--- config.mk ---
export PLATFORM = sky130hd
export DESIGN_NAME = adccl_top
export DESIGN_NICKNAME = d
export VERILOG_FILES = /design/src/logic/adccl_pkg.sv /design/src/logic/adccl_top.sv
export SDC_FILE = /design/constraint.sdc
export NUM_CORES = 1
export LEC_CHECK = 0
export BUFFER_PORTS_ARGS = -buffer_cell sky130_fd_sc_hd__buf_2
export CAP_MARGIN = 25
export CORE_MARGIN = 8
export CORE_UTILIZATION = 50
export DETAILED_ROUTE_END_ITERATION = 7
export PLACE_DENSITY = 0.77
export SLEW_MARGIN = 20
export SYNTH_ARGS = -nofsm -noshare
export SYNTH_HDL_FRONTEND = slang
export SYNTH_SLANG_ARGS = --single-unit
--- constraint.sdc ---
create_clock -name sys_clk_i -period 4.1 [get_ports sys_clk_i]
set_input_delay 0 -clock sys_clk_i [delete_from_list [all_inputs] [get_ports sys_clk_i]]
set_output_delay 0 -clock sys_clk_i [all_outputs]
set_load 0.05 [all_outputs]
--- src/logic/adccl_pkg.sv ---
// package for the converter compare and low-power control block
// assumes a 100 MHz bus clock and an 8-bit register view over avalon-mm
package adccl_pkg;
	// register byte addresses, one aligned word each
	localparam logic [4:0] OFS_STATUS_CONTROL_1 = 5'h00;
	localparam logic [4:0] OFS_STATUS_CONTROL_2 = 5'h04;
	localparam logic [4:0] OFS_RESULT_HIGH      = 5'h08;
	localparam logic [4:0] OFS_RESULT_LOW       = 5'h0C;
	localparam logic [4:0] OFS_CONFIG           = 5'h10;
	localparam logic [4:0] OFS_COMPARE_HIGH     = 5'h14;
	localparam logic [4:0] OFS_COMPARE_LOW      = 5'h18;
	localparam logic [4:0] OFS_PIN_CONTROL_1    = 5'h1C;
	// status/control 1 fields
	localparam int SC1_CONVERSION_COMPLETE_FLAG_BIT = 7;
	localparam int SC1_COMPLETION_IRQ_ENABLE_BIT = 6;
	localparam int SC1_CONTINUOUS_CONVERSION_BIT = 5;
	// status/control 2 fields
	localparam int SC2_ACT_BIT  = 7;
	localparam int SC2_TRG_BIT  = 6;
	localparam int SC2_CFE_BIT  = 5;
	localparam int SC2_CFGT_BIT = 4;
	// config fields
	localparam int CFG_LPC_BIT  = 7;
	localparam int CFG_DIV_LSB  = 5;
	localparam int CFG_LSMP_BIT = 4;
	localparam int CFG_MODE_LSB = 2;
	localparam int CFG_CLK_LSB  = 0;
	localparam logic [1:0] MODE_8BIT  = 2'h0;
	localparam logic [1:0] MODE_10BIT = 2'h2;
	localparam logic [1:0] ICLK_BUS   = 2'h0;
	localparam logic [1:0] ICLK_BUS2  = 2'h1;
	localparam logic [1:0] ICLK_ASYNC = 2'h3;
	localparam logic [4:0] CH_DISABLED = 5'h1F;
	// reset values
	localparam logic [7:0] RST_SC1    = 8'h1F;
	localparam logic [7:0] RST_BYTE   = 8'h00;
	typedef enum logic [1:0] {
		ST_IDLE    = 2'b00,
		ST_CONVERT = 2'b01,
		ST_FINISH  = 2'b10
	} adccl_state_type;
endpackage

--- src/logic/adccl_top.sv ---
// converter compare and low-power control, avalon-mm slave on the bus clock
// assumes an analog core handshake (start/done/data) and async done passed as toggle
// Behaviour
// - compare adds two's complement of value
// - upper limit: flag when result >= value
// - lower limit: flag when result < value
// - compare success stores the difference
// - failed compare: no flag, no store
// - flag plus enable raises interrupt
// - wait: finish running, hardware/continuous start only (the code ignores wait_mode_i; a control 1 write still starts)
// - wait keeps all conversion clocks running
// - stop3 without async clock aborts to idle
// - stop3 with async clock keeps converting
// - completion in wait/stop3 flags and interrupts
// - stop1/stop2 disable, registers reset
// - config field layout fixed
// - mode, divider, clock select encodings
// - status/control 1 field layout fixed
// - single conversion; channel routed to core
// - status/control 2 active, trigger, compare bits
// - low bits read zero, reserved write zero
// - 10-bit high read, low unread: result discarded
// - sc1 write starts with software trigger unless channel ones
//
// The implementer's own choices: the Avalon-MM register port and the address map.
`timescale 1ns/1ns
`default_nettype none
module adccl_top
	import adccl_pkg::*;
(
	input  wire logic        sys_clk_i,
	input  wire logic        rst_n_i,
	input  wire logic [4:0]  avs_address_i,
	input  wire logic        avs_read_i,
	input  wire logic        avs_write_i,
	input  wire logic [31:0] avs_writedata_i,
	output logic      [31:0] avs_readdata_o,
	output logic             avs_waitrequest_o,
	input  wire logic        wait_mode_i,
	input  wire logic        stop3_mode_i,
	input  wire logic        stop12_mode_i,
	input  wire logic        hardware_trigger_i,
	input  wire logic        core_done_toggle_i,
	input  wire logic [9:0]  core_data_i,
	output logic             core_start_o,
	output logic             core_abort_o,
	output logic [4:0]       core_channel_o,
	output logic [1:0]       core_mode_o,
	output logic             core_long_sample_o,
	output logic             core_low_power_o,
	output logic [1:0]       core_clock_select_o,
	output logic [1:0]       core_clock_divider_o,
	output logic             core_bus_clock_enable_o,
	output logic [7:0]       pin_control_1_o,
	output logic             converter_irq_o
);
	import adccl_pkg::*;

	logic [7:0]  converter_config;
	logic [7:0]  sc1_ctrl;
	logic        conversion_complete_flag;
	logic        sc2_trg;
	logic        sc2_cfe;
	logic        sc2_cfgt;
	logic [7:0]  result_high;
	logic [7:0]  result_low;
	logic [7:0]  compare_value_high;
	logic [7:0]  compare_value_low;
	logic        block_transfer;
	adccl_state_type state;
	logic        rd_ack;
	logic [2:0]  hwt_sync;
	logic [2:0]  done_sync;
	logic [9:0]  data_q;
	logic        stop3_q;
	logic        sw_start;
	logic        mode_change;
	logic        hwt_rise;
	logic        done_evt;
	logic        async_sel;
	logic        stop_abort;
	logic        wr;
	logic        rd;
	logic [9:0]  cmp_val;
	logic [10:0] diff;
	logic        cmp_ok;
	logic        xfer_ok;
	logic        is_10bit;
	logic        wr_sc1;
	logic        wr_sc2;
	logic        wr_cfg;
	logic        wr_cvh;
	logic        wr_cvl;
	logic        wr_pin;
	logic        rd_hi;
	logic        rd_lo;
	logic        store_result;
	logic [7:0]  next_readdata;

	function automatic logic [9:0] mask_res(input logic [9:0] v, input logic ten);
		mask_res = ten ? v : {2'b00, v[7:0]};
	endfunction

	// register strobe: request active on one address
	function automatic logic reg_hit(input logic req, input logic [4:0] addr, input logic [4:0] ofs);
		reg_hit = req && addr == ofs;
	endfunction

	assign wr = avs_write_i;
	assign rd = avs_read_i & ~rd_ack;
	// writes finish in the cycle; reads take one wait cycle
	assign avs_waitrequest_o = avs_read_i & ~rd_ack;

	// register strobes
	assign wr_sc1 = reg_hit(wr, avs_address_i, OFS_STATUS_CONTROL_1);
	assign wr_sc2 = reg_hit(wr, avs_address_i, OFS_STATUS_CONTROL_2);
	assign wr_cfg = reg_hit(wr, avs_address_i, OFS_CONFIG);
	assign wr_cvh = reg_hit(wr, avs_address_i, OFS_COMPARE_HIGH);
	assign wr_cvl = reg_hit(wr, avs_address_i, OFS_COMPARE_LOW);
	assign wr_pin = reg_hit(wr, avs_address_i, OFS_PIN_CONTROL_1);
	assign rd_hi  = reg_hit(rd, avs_address_i, OFS_RESULT_HIGH);
	assign rd_lo  = reg_hit(rd, avs_address_i, OFS_RESULT_LOW);

	assign core_low_power_o     = converter_config[CFG_LPC_BIT];
	assign core_clock_divider_o = converter_config[CFG_DIV_LSB +: 2];
	assign core_long_sample_o   = converter_config[CFG_LSMP_BIT];
	assign core_mode_o          = converter_config[CFG_MODE_LSB +: 2];
	assign core_clock_select_o  = converter_config[CFG_CLK_LSB +: 2];
	assign is_10bit             = core_mode_o == MODE_10BIT;
	assign core_channel_o       = sc1_ctrl[4:0];
	assign async_sel            = core_clock_select_o == ICLK_ASYNC;
	// bus-derived clocks stay enabled in wait
	assign core_bus_clock_enable_o = ~stop3_mode_i & ~stop12_mode_i;

	assign sw_start = wr_sc1 && ~sc2_trg && avs_writedata_i[4:0] != CH_DISABLED;
	// any control write except pin control changes the mode and invalidates a running conversion
	assign mode_change = wr_sc1 | wr_sc2 | wr_cfg | wr_cvh | wr_cvl;
	assign hwt_rise = hwt_sync[1] & ~hwt_sync[2];
	assign done_evt = done_sync[1] ^ done_sync[2];
	// stop3 entry without async clock aborts
	assign stop_abort = stop3_mode_i & ~stop3_q & ~async_sel;

	// add two's complement of compare value
	assign cmp_val = mask_res({compare_value_high[1:0], compare_value_low}, is_10bit);
	assign diff = {1'b0, data_q} + {1'b0, ~cmp_val} + 11'h001;
	// upper limit, lower limit, via carry out
	assign cmp_ok = ~sc2_cfe | (sc2_cfgt ? diff[10] : ~diff[10]);
	assign xfer_ok = cmp_ok & ~block_transfer;
	// only a passing, unblocked, undisturbed finish stores
	assign store_result = state == ST_FINISH && xfer_ok && !mode_change && !stop_abort;

	// trigger pin: two flops, third for the edge
	always_ff @(posedge sys_clk_i) begin
		if (!rst_n_i) begin
			hwt_sync <= 3'h0;
		end else begin
			hwt_sync <= {hwt_sync[1:0], hardware_trigger_i};
		end
	end

	// done toggle crosses from the converter clock
	always_ff @(posedge sys_clk_i) begin
		if (!rst_n_i) begin
			done_sync <= 3'h0;
		end else begin
			done_sync <= {done_sync[1:0], core_done_toggle_i};
		end
	end

	// stop3 level kept to find its entry
	always_ff @(posedge sys_clk_i) begin
		if (!rst_n_i) begin
			stop3_q <= 1'b0;
		end else begin
			stop3_q <= stop3_mode_i;
		end
	end

	// reads take one wait cycle
	always_ff @(posedge sys_clk_i) begin
		if (!rst_n_i) begin
			rd_ack <= 1'b0;
		end else begin
			rd_ack <= avs_read_i & ~rd_ack;
		end
	end

	// stop1/stop2 returns every register to reset
	always_ff @(posedge sys_clk_i) begin
		if (!rst_n_i || stop12_mode_i) begin
			converter_config <= RST_BYTE;
		end else if (wr_cfg) begin
			converter_config <= avs_writedata_i[7:0];
		end
	end

	// control 1, flag bit is read-only
	always_ff @(posedge sys_clk_i) begin
		if (!rst_n_i || stop12_mode_i) begin
			sc1_ctrl <= RST_SC1;
		end else if (wr_sc1) begin
			sc1_ctrl <= {1'b0, avs_writedata_i[6:0]};
		end
	end

	always_ff @(posedge sys_clk_i) begin
		if (!rst_n_i || stop12_mode_i) begin
			sc2_trg  <= 1'b0;
			sc2_cfe  <= 1'b0;
			sc2_cfgt <= 1'b0;
		end else if (wr_sc2) begin
			sc2_trg  <= avs_writedata_i[SC2_TRG_BIT];
			sc2_cfe  <= avs_writedata_i[SC2_CFE_BIT];
			sc2_cfgt <= avs_writedata_i[SC2_CFGT_BIT];
		end
	end

	// compare value high, two bits used
	always_ff @(posedge sys_clk_i) begin
		if (!rst_n_i || stop12_mode_i) begin
			compare_value_high <= RST_BYTE;
		end else if (wr_cvh) begin
			compare_value_high <= {6'h00, avs_writedata_i[1:0]};
		end
	end

	// compare value low byte
	always_ff @(posedge sys_clk_i) begin
		if (!rst_n_i || stop12_mode_i) begin
			compare_value_low <= RST_BYTE;
		end else if (wr_cvl) begin
			compare_value_low <= avs_writedata_i[7:0];
		end
	end

	// pin control byte
	always_ff @(posedge sys_clk_i) begin
		if (!rst_n_i || stop12_mode_i) begin
			pin_control_1_o <= RST_BYTE;
		end else if (wr_pin) begin
			pin_control_1_o <= avs_writedata_i[7:0];
		end
	end

	// conversion sequencer
	always_ff @(posedge sys_clk_i) begin
		if (!rst_n_i || stop12_mode_i) begin
			state        <= ST_IDLE;
			core_start_o <= 1'b0;
			core_abort_o <= 1'b0;
			data_q       <= 10'h000;
		end else begin
			core_start_o <= 1'b0;
			core_abort_o <= 1'b0;
			if (mode_change || stop_abort) begin
				core_abort_o <= state != ST_IDLE;
				state        <= ST_IDLE;
				if (sw_start) begin
					core_start_o <= 1'b1;
					state        <= ST_CONVERT;
				end
			end else begin
				case (state)
					// hardware trigger may start in wait; ignored while converting
					ST_IDLE: begin
						if (sc2_trg && hwt_rise && ~(stop3_mode_i & ~async_sel)
							&& core_channel_o != CH_DISABLED) begin
							core_start_o <= 1'b1;
							state        <= ST_CONVERT;
						end
					end
					// with async clock conversions run through stop3
					ST_CONVERT: begin
						if (done_evt) begin
							data_q <= mask_res(core_data_i, is_10bit);
							state  <= ST_FINISH;
						end
					end
					ST_FINISH: begin
						if (sc1_ctrl[SC1_CONTINUOUS_CONVERSION_BIT] || (block_transfer && !(sc2_cfe && !cmp_ok))) begin
							core_start_o <= 1'b1;
							state        <= ST_CONVERT;
						end else begin
							state <= ST_IDLE;
						end
					end
					default: state <= ST_IDLE;
				endcase
			end
		end
	end

	// high read arms blocking in 10-bit mode, low read releases it
	always_ff @(posedge sys_clk_i) begin
		if (!rst_n_i || stop12_mode_i) begin
			block_transfer <= 1'b0;
		end else if (rd_hi && is_10bit) begin
			block_transfer <= 1'b1;
		end else if (rd_lo) begin
			block_transfer <= 1'b0;
		end
	end

	// completion flag: control writes other than pin control, and low read, clear it
	// failed compare leaves the flag clear
	// completion sets the flag in any run mode, set wins over a low read
	always_ff @(posedge sys_clk_i) begin
		if (!rst_n_i || stop12_mode_i) begin
			conversion_complete_flag <= 1'b0;
		end else if (store_result) begin
			conversion_complete_flag <= 1'b1;
		end else if (mode_change || rd_lo) begin
			conversion_complete_flag <= 1'b0;
		end
	end

	// stored value is the difference when comparing
	always_ff @(posedge sys_clk_i) begin
		if (!rst_n_i || stop12_mode_i) begin
			result_high <= RST_BYTE;
			result_low  <= RST_BYTE;
		end else if (store_result) begin
			if (sc2_cfe) begin
				result_high <= {6'h00, diff[9:8]};
				result_low  <= diff[7:0];
			end else begin
				result_high <= {6'h00, data_q[9:8]};
				result_low  <= data_q[7:0];
			end
		end
	end

	assign converter_irq_o = conversion_complete_flag & sc1_ctrl[SC1_COMPLETION_IRQ_ENABLE_BIT];

	// read mux, unmapped addresses give zero
	always_comb begin
		next_readdata = RST_BYTE;
		case (avs_address_i)
			OFS_CONFIG:           next_readdata = converter_config;
			// flag in bit 7 above the control bits
			OFS_STATUS_CONTROL_1: next_readdata = {conversion_complete_flag, sc1_ctrl[6:0]};
			OFS_STATUS_CONTROL_2: next_readdata = {state != ST_IDLE, sc2_trg, sc2_cfe, sc2_cfgt, 4'h0};
			OFS_RESULT_HIGH:      next_readdata = result_high;
			OFS_RESULT_LOW:       next_readdata = result_low;
			OFS_COMPARE_HIGH:     next_readdata = compare_value_high;
			OFS_COMPARE_LOW:      next_readdata = compare_value_low;
			OFS_PIN_CONTROL_1:    next_readdata = pin_control_1_o;
			default:              next_readdata = RST_BYTE;
		endcase
	end

	always_ff @(posedge sys_clk_i) begin
		if (!rst_n_i) begin
			avs_readdata_o <= 32'h0000_0000;
		end else if (rd) begin
			avs_readdata_o <= {24'h000000, next_readdata};
		end
	end
endmodule
`default_nettype wire

==> run_summary.xml <==
<?xml version="1.0" encoding="UTF-8"?>
<metrics>
  <group name="flow_run">
    <metric name="max-cap-violations" unit="">0</metric>
  </group>
  <group name="place">
    <metric name="io_buffers" unit="">64</metric>
    <metric name="dp_worst_setup_slack" unit="ps">1120</metric>
    <metric name="detailed_place.area" unit="sq um">4460</metric>
    <metric name="finalWeightedCongestion" unit="">0.879</metric>
    <metric name="post-dp-hpwl" unit="um">8480</metric>
  </group>
  <group name="clock_network">
    <metric name="clockBufferDepth" unit="">2</metric>
    <metric name="clkSlewWorstSetupHoldPaths" unit="ps">80</metric>
    <metric name="clk-insertion-delay-late" unit="ps">350</metric>
    <metric name="cts.repair.resized" unit="">0</metric>
    <metric name="cts_tree" unit="">done</metric>
    <metric name="ctsHtreeMaxLevel" unit="">3</metric>
    <metric name="clock_sink_count" unit="">78</metric>
    <metric name="tritoncts.num_buffers" unit="">9</metric>
    <metric name="clockRootBuffer" unit="">clkbuf_8</metric>
  </group>
  <group name="worst_setup_path">
    <metric name="timing.critical_path.from_type" unit="">register</metric>
    <metric name="critical_path_cell_count" unit="">9</metric>
    <metric name="path_class" unit="">reg -&gt; reg</metric>
    <metric name="reg2regPathDepth" unit="">9</metric>
    <metric name="worst_path_dominant_cell_family" unit="">compound AO/OA/AOI/OAI gates</metric>
    <metric name="cp_data_arrival_time" unit="ps">3320</metric>
    <metric name="largest_stage_delay_worst_path" unit="ps">640</metric>
    <metric name="path_max_fanout" unit="">10</metric>
    <metric name="worstSetupEndpointType" unit="">register</metric>
    <metric name="path_cells" unit="">nor2b_1 &gt; nand2_1 &gt; ha_1 &gt; o21ai_0 &gt; o21bai_1 &gt; and2_4 &gt; a2111oi_4 &gt; nand3_1 &gt; o221a_1</metric>
    <metric name="crit_slowest_cell" unit="">a2111oi_4</metric>
    <metric name="worst-endpoint-required" unit="ps">4350</metric>
    <metric name="critical_path.n_buffers_inverters" unit="">0</metric>
  </group>
  <group name="logic_synthesis">
    <metric name="yosys.area.top_type" unit="">dfxtp_1</metric>
    <metric name="postSynth.topFlopCell" unit="">dfxtp_1</metric>
    <metric name="yosysWarningCount" unit="">0</metric>
    <metric name="synth_seq_area_share" unit="%">36.9</metric>
    <metric name="synth.cell_area" unit="sq um">4230</metric>
    <metric name="synth.distinct_cells" unit="">64</metric>
    <metric name="number_of_enable_type_register_cells_in_the_synthesized_netlist" unit="">0</metric>
    <metric name="ys_ff_latch" unit="">78</metric>
    <metric name="synthDominantCellAreaShare" unit="%">36.9</metric>
    <metric name="synth_area_per_cell" unit="sq um">8.64</metric>
    <metric name="synth.area.top_cells" unit="">dfxtp_1 37%, mux2i_1 11%, buf_4 5.3%</metric>
    <metric name="postSynthCellCount" unit="">490</metric>
    <metric name="ys_async_sr_fraction" unit="%">0</metric>
  </group>
  <group name="pwr">
    <metric name="cellInternalPower" unit="uW">1160</metric>
    <metric name="peakVddDrop" unit="mV">0.189</metric>
    <metric name="power.sequential.fraction" unit="%">48.0</metric>
    <metric name="power.switching_fraction" unit="%">27.6</metric>
    <metric name="leakage_power" unit="uW">0.00219</metric>
    <metric name="power.share.clock" unit="%">40.4</metric>
    <metric name="cellPowerDensity" unit="nW/um^2">329</metric>
    <metric name="p_comb_share" unit="%">11.6</metric>
    <metric name="p_switching" unit="uW">444</metric>
  </group>
  <group name="route">
    <metric name="first_pass_iters" unit="">5</metric>
    <metric name="detail_route.vias_per_cell" unit="">5.78</metric>
    <metric name="route.vias.total" unit="">3850</metric>
    <metric name="route.antenna.remaining_nets" unit="">0</metric>
    <metric name="detail_route.iter0.violations" unit="">326</metric>
    <metric name="drt-wirelength-per-cell" unit="um">17.4</metric>
    <metric name="residual_drc_count" unit="">0</metric>
    <metric name="routed_wirelength" unit="um">11600</metric>
  </group>
  <group name="timing">
    <metric name="finalHoldViolCount" unit="">0</metric>
    <metric name="final.setup_skew" unit="ps">9.58</metric>
    <metric name="timing.setup.tns" unit="ps">0</metric>
    <metric name="timing.fmax" unit="MHz">326</metric>
    <metric name="final_min_period_over_clock_period" unit="%">74.9</metric>
    <metric name="rsz0062_at_grt" unit="">false</metric>
    <metric name="finalWorstPathRequiredPeriod" unit="ps">3070</metric>
    <metric name="transition_time_at_the_pin_with_the_least_slew_margin" unit="ps">890</metric>
    <metric name="timing.final.max_slew_violations" unit="">0</metric>
    <metric name="layout_setup_ws" unit="ps">1030</metric>
    <metric name="finalSetupViolCount" unit="">0</metric>
    <metric name="timing.slew.headroom" unit="%">40.2</metric>
  </group>
  <group name="floorplanning">
    <metric name="placement_rows" unit="">33</metric>
    <metric name="pin_count" unit="">114</metric>
    <metric name="coreArea" unit="sq um">8220</metric>
    <metric name="die-width" unit="um">108</metric>
    <metric name="start_util" unit="%">51.5</metric>
    <metric name="design.die.area" unit="sq um">11700</metric>
    <metric name="die_height" unit="um">108</metric>
  </group>
  <group name="final_layout">
    <metric name="drive_above_1_share" unit="%">17.8</metric>
    <metric name="fill_cells" unit="">704</metric>
    <metric name="finalNetCount" unit="">623</metric>
    <metric name="n_antenna_cell" unit="">0</metric>
    <metric name="final_cell_area" unit="sq um">4890</metric>
    <metric name="flow.area_growth_from_synthesis" unit="%">15.5</metric>
  </group>
  <group name="global_routing">
    <metric name="grt_max_degree" unit="">56</metric>
    <metric name="grt.overflow.total" unit="">0</metric>
    <metric name="vias_in_the_first_global_route" unit="">3635</metric>
    <metric name="antenna_found_initial" unit="">0</metric>
    <metric name="track_usage" unit="%">19.6</metric>
    <metric name="grt_first_pass_wirelength" unit="um">18300</metric>
  </group>
  <group name="min_path">
    <metric name="hp-class" unit="">in -&gt; reg</metric>
    <metric name="timing.hold.worst_path_depth" unit="">3</metric>
  </group>
  <group name="status">
    <metric name="run_status" unit="">finished clean</metric>
  </group>
</metrics>
-- final timing paths --
check                           start        endpoint  slack [ps]
hold reg to reg          done_sync[0]    done_sync[1]         450
setup reg to reg  converter_config[3]  result_high[1]        1030
hold / removal     avs_writedata_i[1]     sc1_ctrl[1]           9
setup / recovery  converter_config[3]  result_high[1]        1030
-- flip-flops by register name (all words and copies together), names as in the netlist --
| name | cells |
|---|---|
| avs_readdata_o | 8 |
| block_transfer | 1 |
| compare_value_high | 2 |
| compare_value_low | 8 |
| conversion_complete_flag | 1 |
| converter_config | 8 |
| core_abort_o | 1 |
| core_start_o | 1 |
| data_q | 10 |
| done_sync | 3 |
| hwt_sync | 3 |
| pin_control_1_o | 8 |
| rd_ack | 1 |
| result_high | 2 |
| result_low | 8 |
| sc1_ctrl | 7 |
| sc2_cfe | 1 |
| sc2_cfgt | 1 |
| sc2_trg | 1 |
| state | 2 |
| stop3_q | 1 |
-- per-stage QoR --
step / power (uW) / hold WS (ps) / instances / util (%)
after floorplan: 933 / 122 / 513 / -
after global placement: 955 / 208 / 630 / 54.3
after detailed placement: 957 / 209 / 630 / 54.3
after CTS: 1610 / 3.35 / 666 / 59.4
after global routing: 1660 / 10.5 / 666 / 59.5
final: 1610 / 9.15 / 666 / 59.5
-- kinds of logic (layout without fill, tap and decap cells) --
| family | count (synthesis) | in the layout | share of synthesized area, % |
|---|---|---|---|
| adders and majority gates | 11 | 11 | 3.43 |
| other | 1 | 24 | 0.0886 |
| AOI/OAI and AO/OA | 109 | 109 | 18.5 |
| DFF | 78 | 78 | 36.9 |
| xor gates and xnor gates | 3 | 3 | 0.621 |
| buffers and inverters | 69 | 117 | 8.99 |
| and+or+nand+nor | 171 | 171 | 19.5 |
| muxes | 48 | 48 | 12.0 |
-- metal layers --
metal / GRT usage (%) / share of wire, %
met1: 25.9 / 43
met2: 31.2 / 47
met3: 4.40 / 8.6
met4: 5.45 / 1.6
met5: 0 / 0
-- worst register-to-register path, cell delays in order, from the launching register on --
cell and delay, ps:
dfxtp_1 390, nor2b_1 500, nand2_1 120, ha_1 340
o21ai_0 230, o21bai_1 140, and2_4 200, a2111oi_4 640
nand3_1 160, o221a_1 250
-- power groups by stage --
stage          Clock, uW  Sequential [uW]  Combinational, uW
3_5_place_dp           0              789                168
2_1_floorplan          0              807                126
5_1_grt              691              772                196
6_report             650              771                187
4_1_cts              652              771                183
3_3_place_gp           0              788                166
-- final cells by class --
cell class	count	area (sq um)	area share (%)
Inverter	16	60.1	1.23
Clock buffer	10	128	2.61
Clock inverter	6	95.1	1.95
Sequential cell	78	1560	31.9
Timing Repair Buffer	85	528	10.8
Tap cell	105	131	2.69
Multi-Input combinational cell	366	2380	48.8
-- synth_stat cells, types with 4 or more instances --
library cell / instances
o21ai_0: 20
a22oi_1: 6
o21a_1: 5
nand3_1: 21
o211a_1: 6
inv_1: 16
nand2_1: 36
and3_1: 4
nor2b_1: 11
dfxtp_1: 78
and2_1: 13
nor3_1: 8
a21oi_1: 33
a211oi_2: 5
mux2i_1: 45
nor2_1: 59
buf_4: 30
clkbuf_1: 18
ha_1: 10
-- layout by cell type (no fill, tap or decap), drive strengths merged, types with 3 or more instances in the layout --
master,n
dfxtp,78
buf,65
nor2,61
mux2i,45
nand2,36
a21oi,33
conb,24
nand3,21
o21ai,21
dlygate4sd3,20
inv,17
and2,14
nor2b,11
ha,10
clkbuf,10
nor3,8
o211a,6
a22oi,6
a211oi,5
o21a,5
and3,4
o211ai,4
nor4,4
nand4,3
o221ai,3
-- what timing repair did --
action,4_1_cts,5_1_grt
setup endpoints to repair,0,0
hold endpoints to repair,36,0
hold buffers,20,0
buffers inserted,0,0
Note: power is estimated with default switching activity, not from simulation.
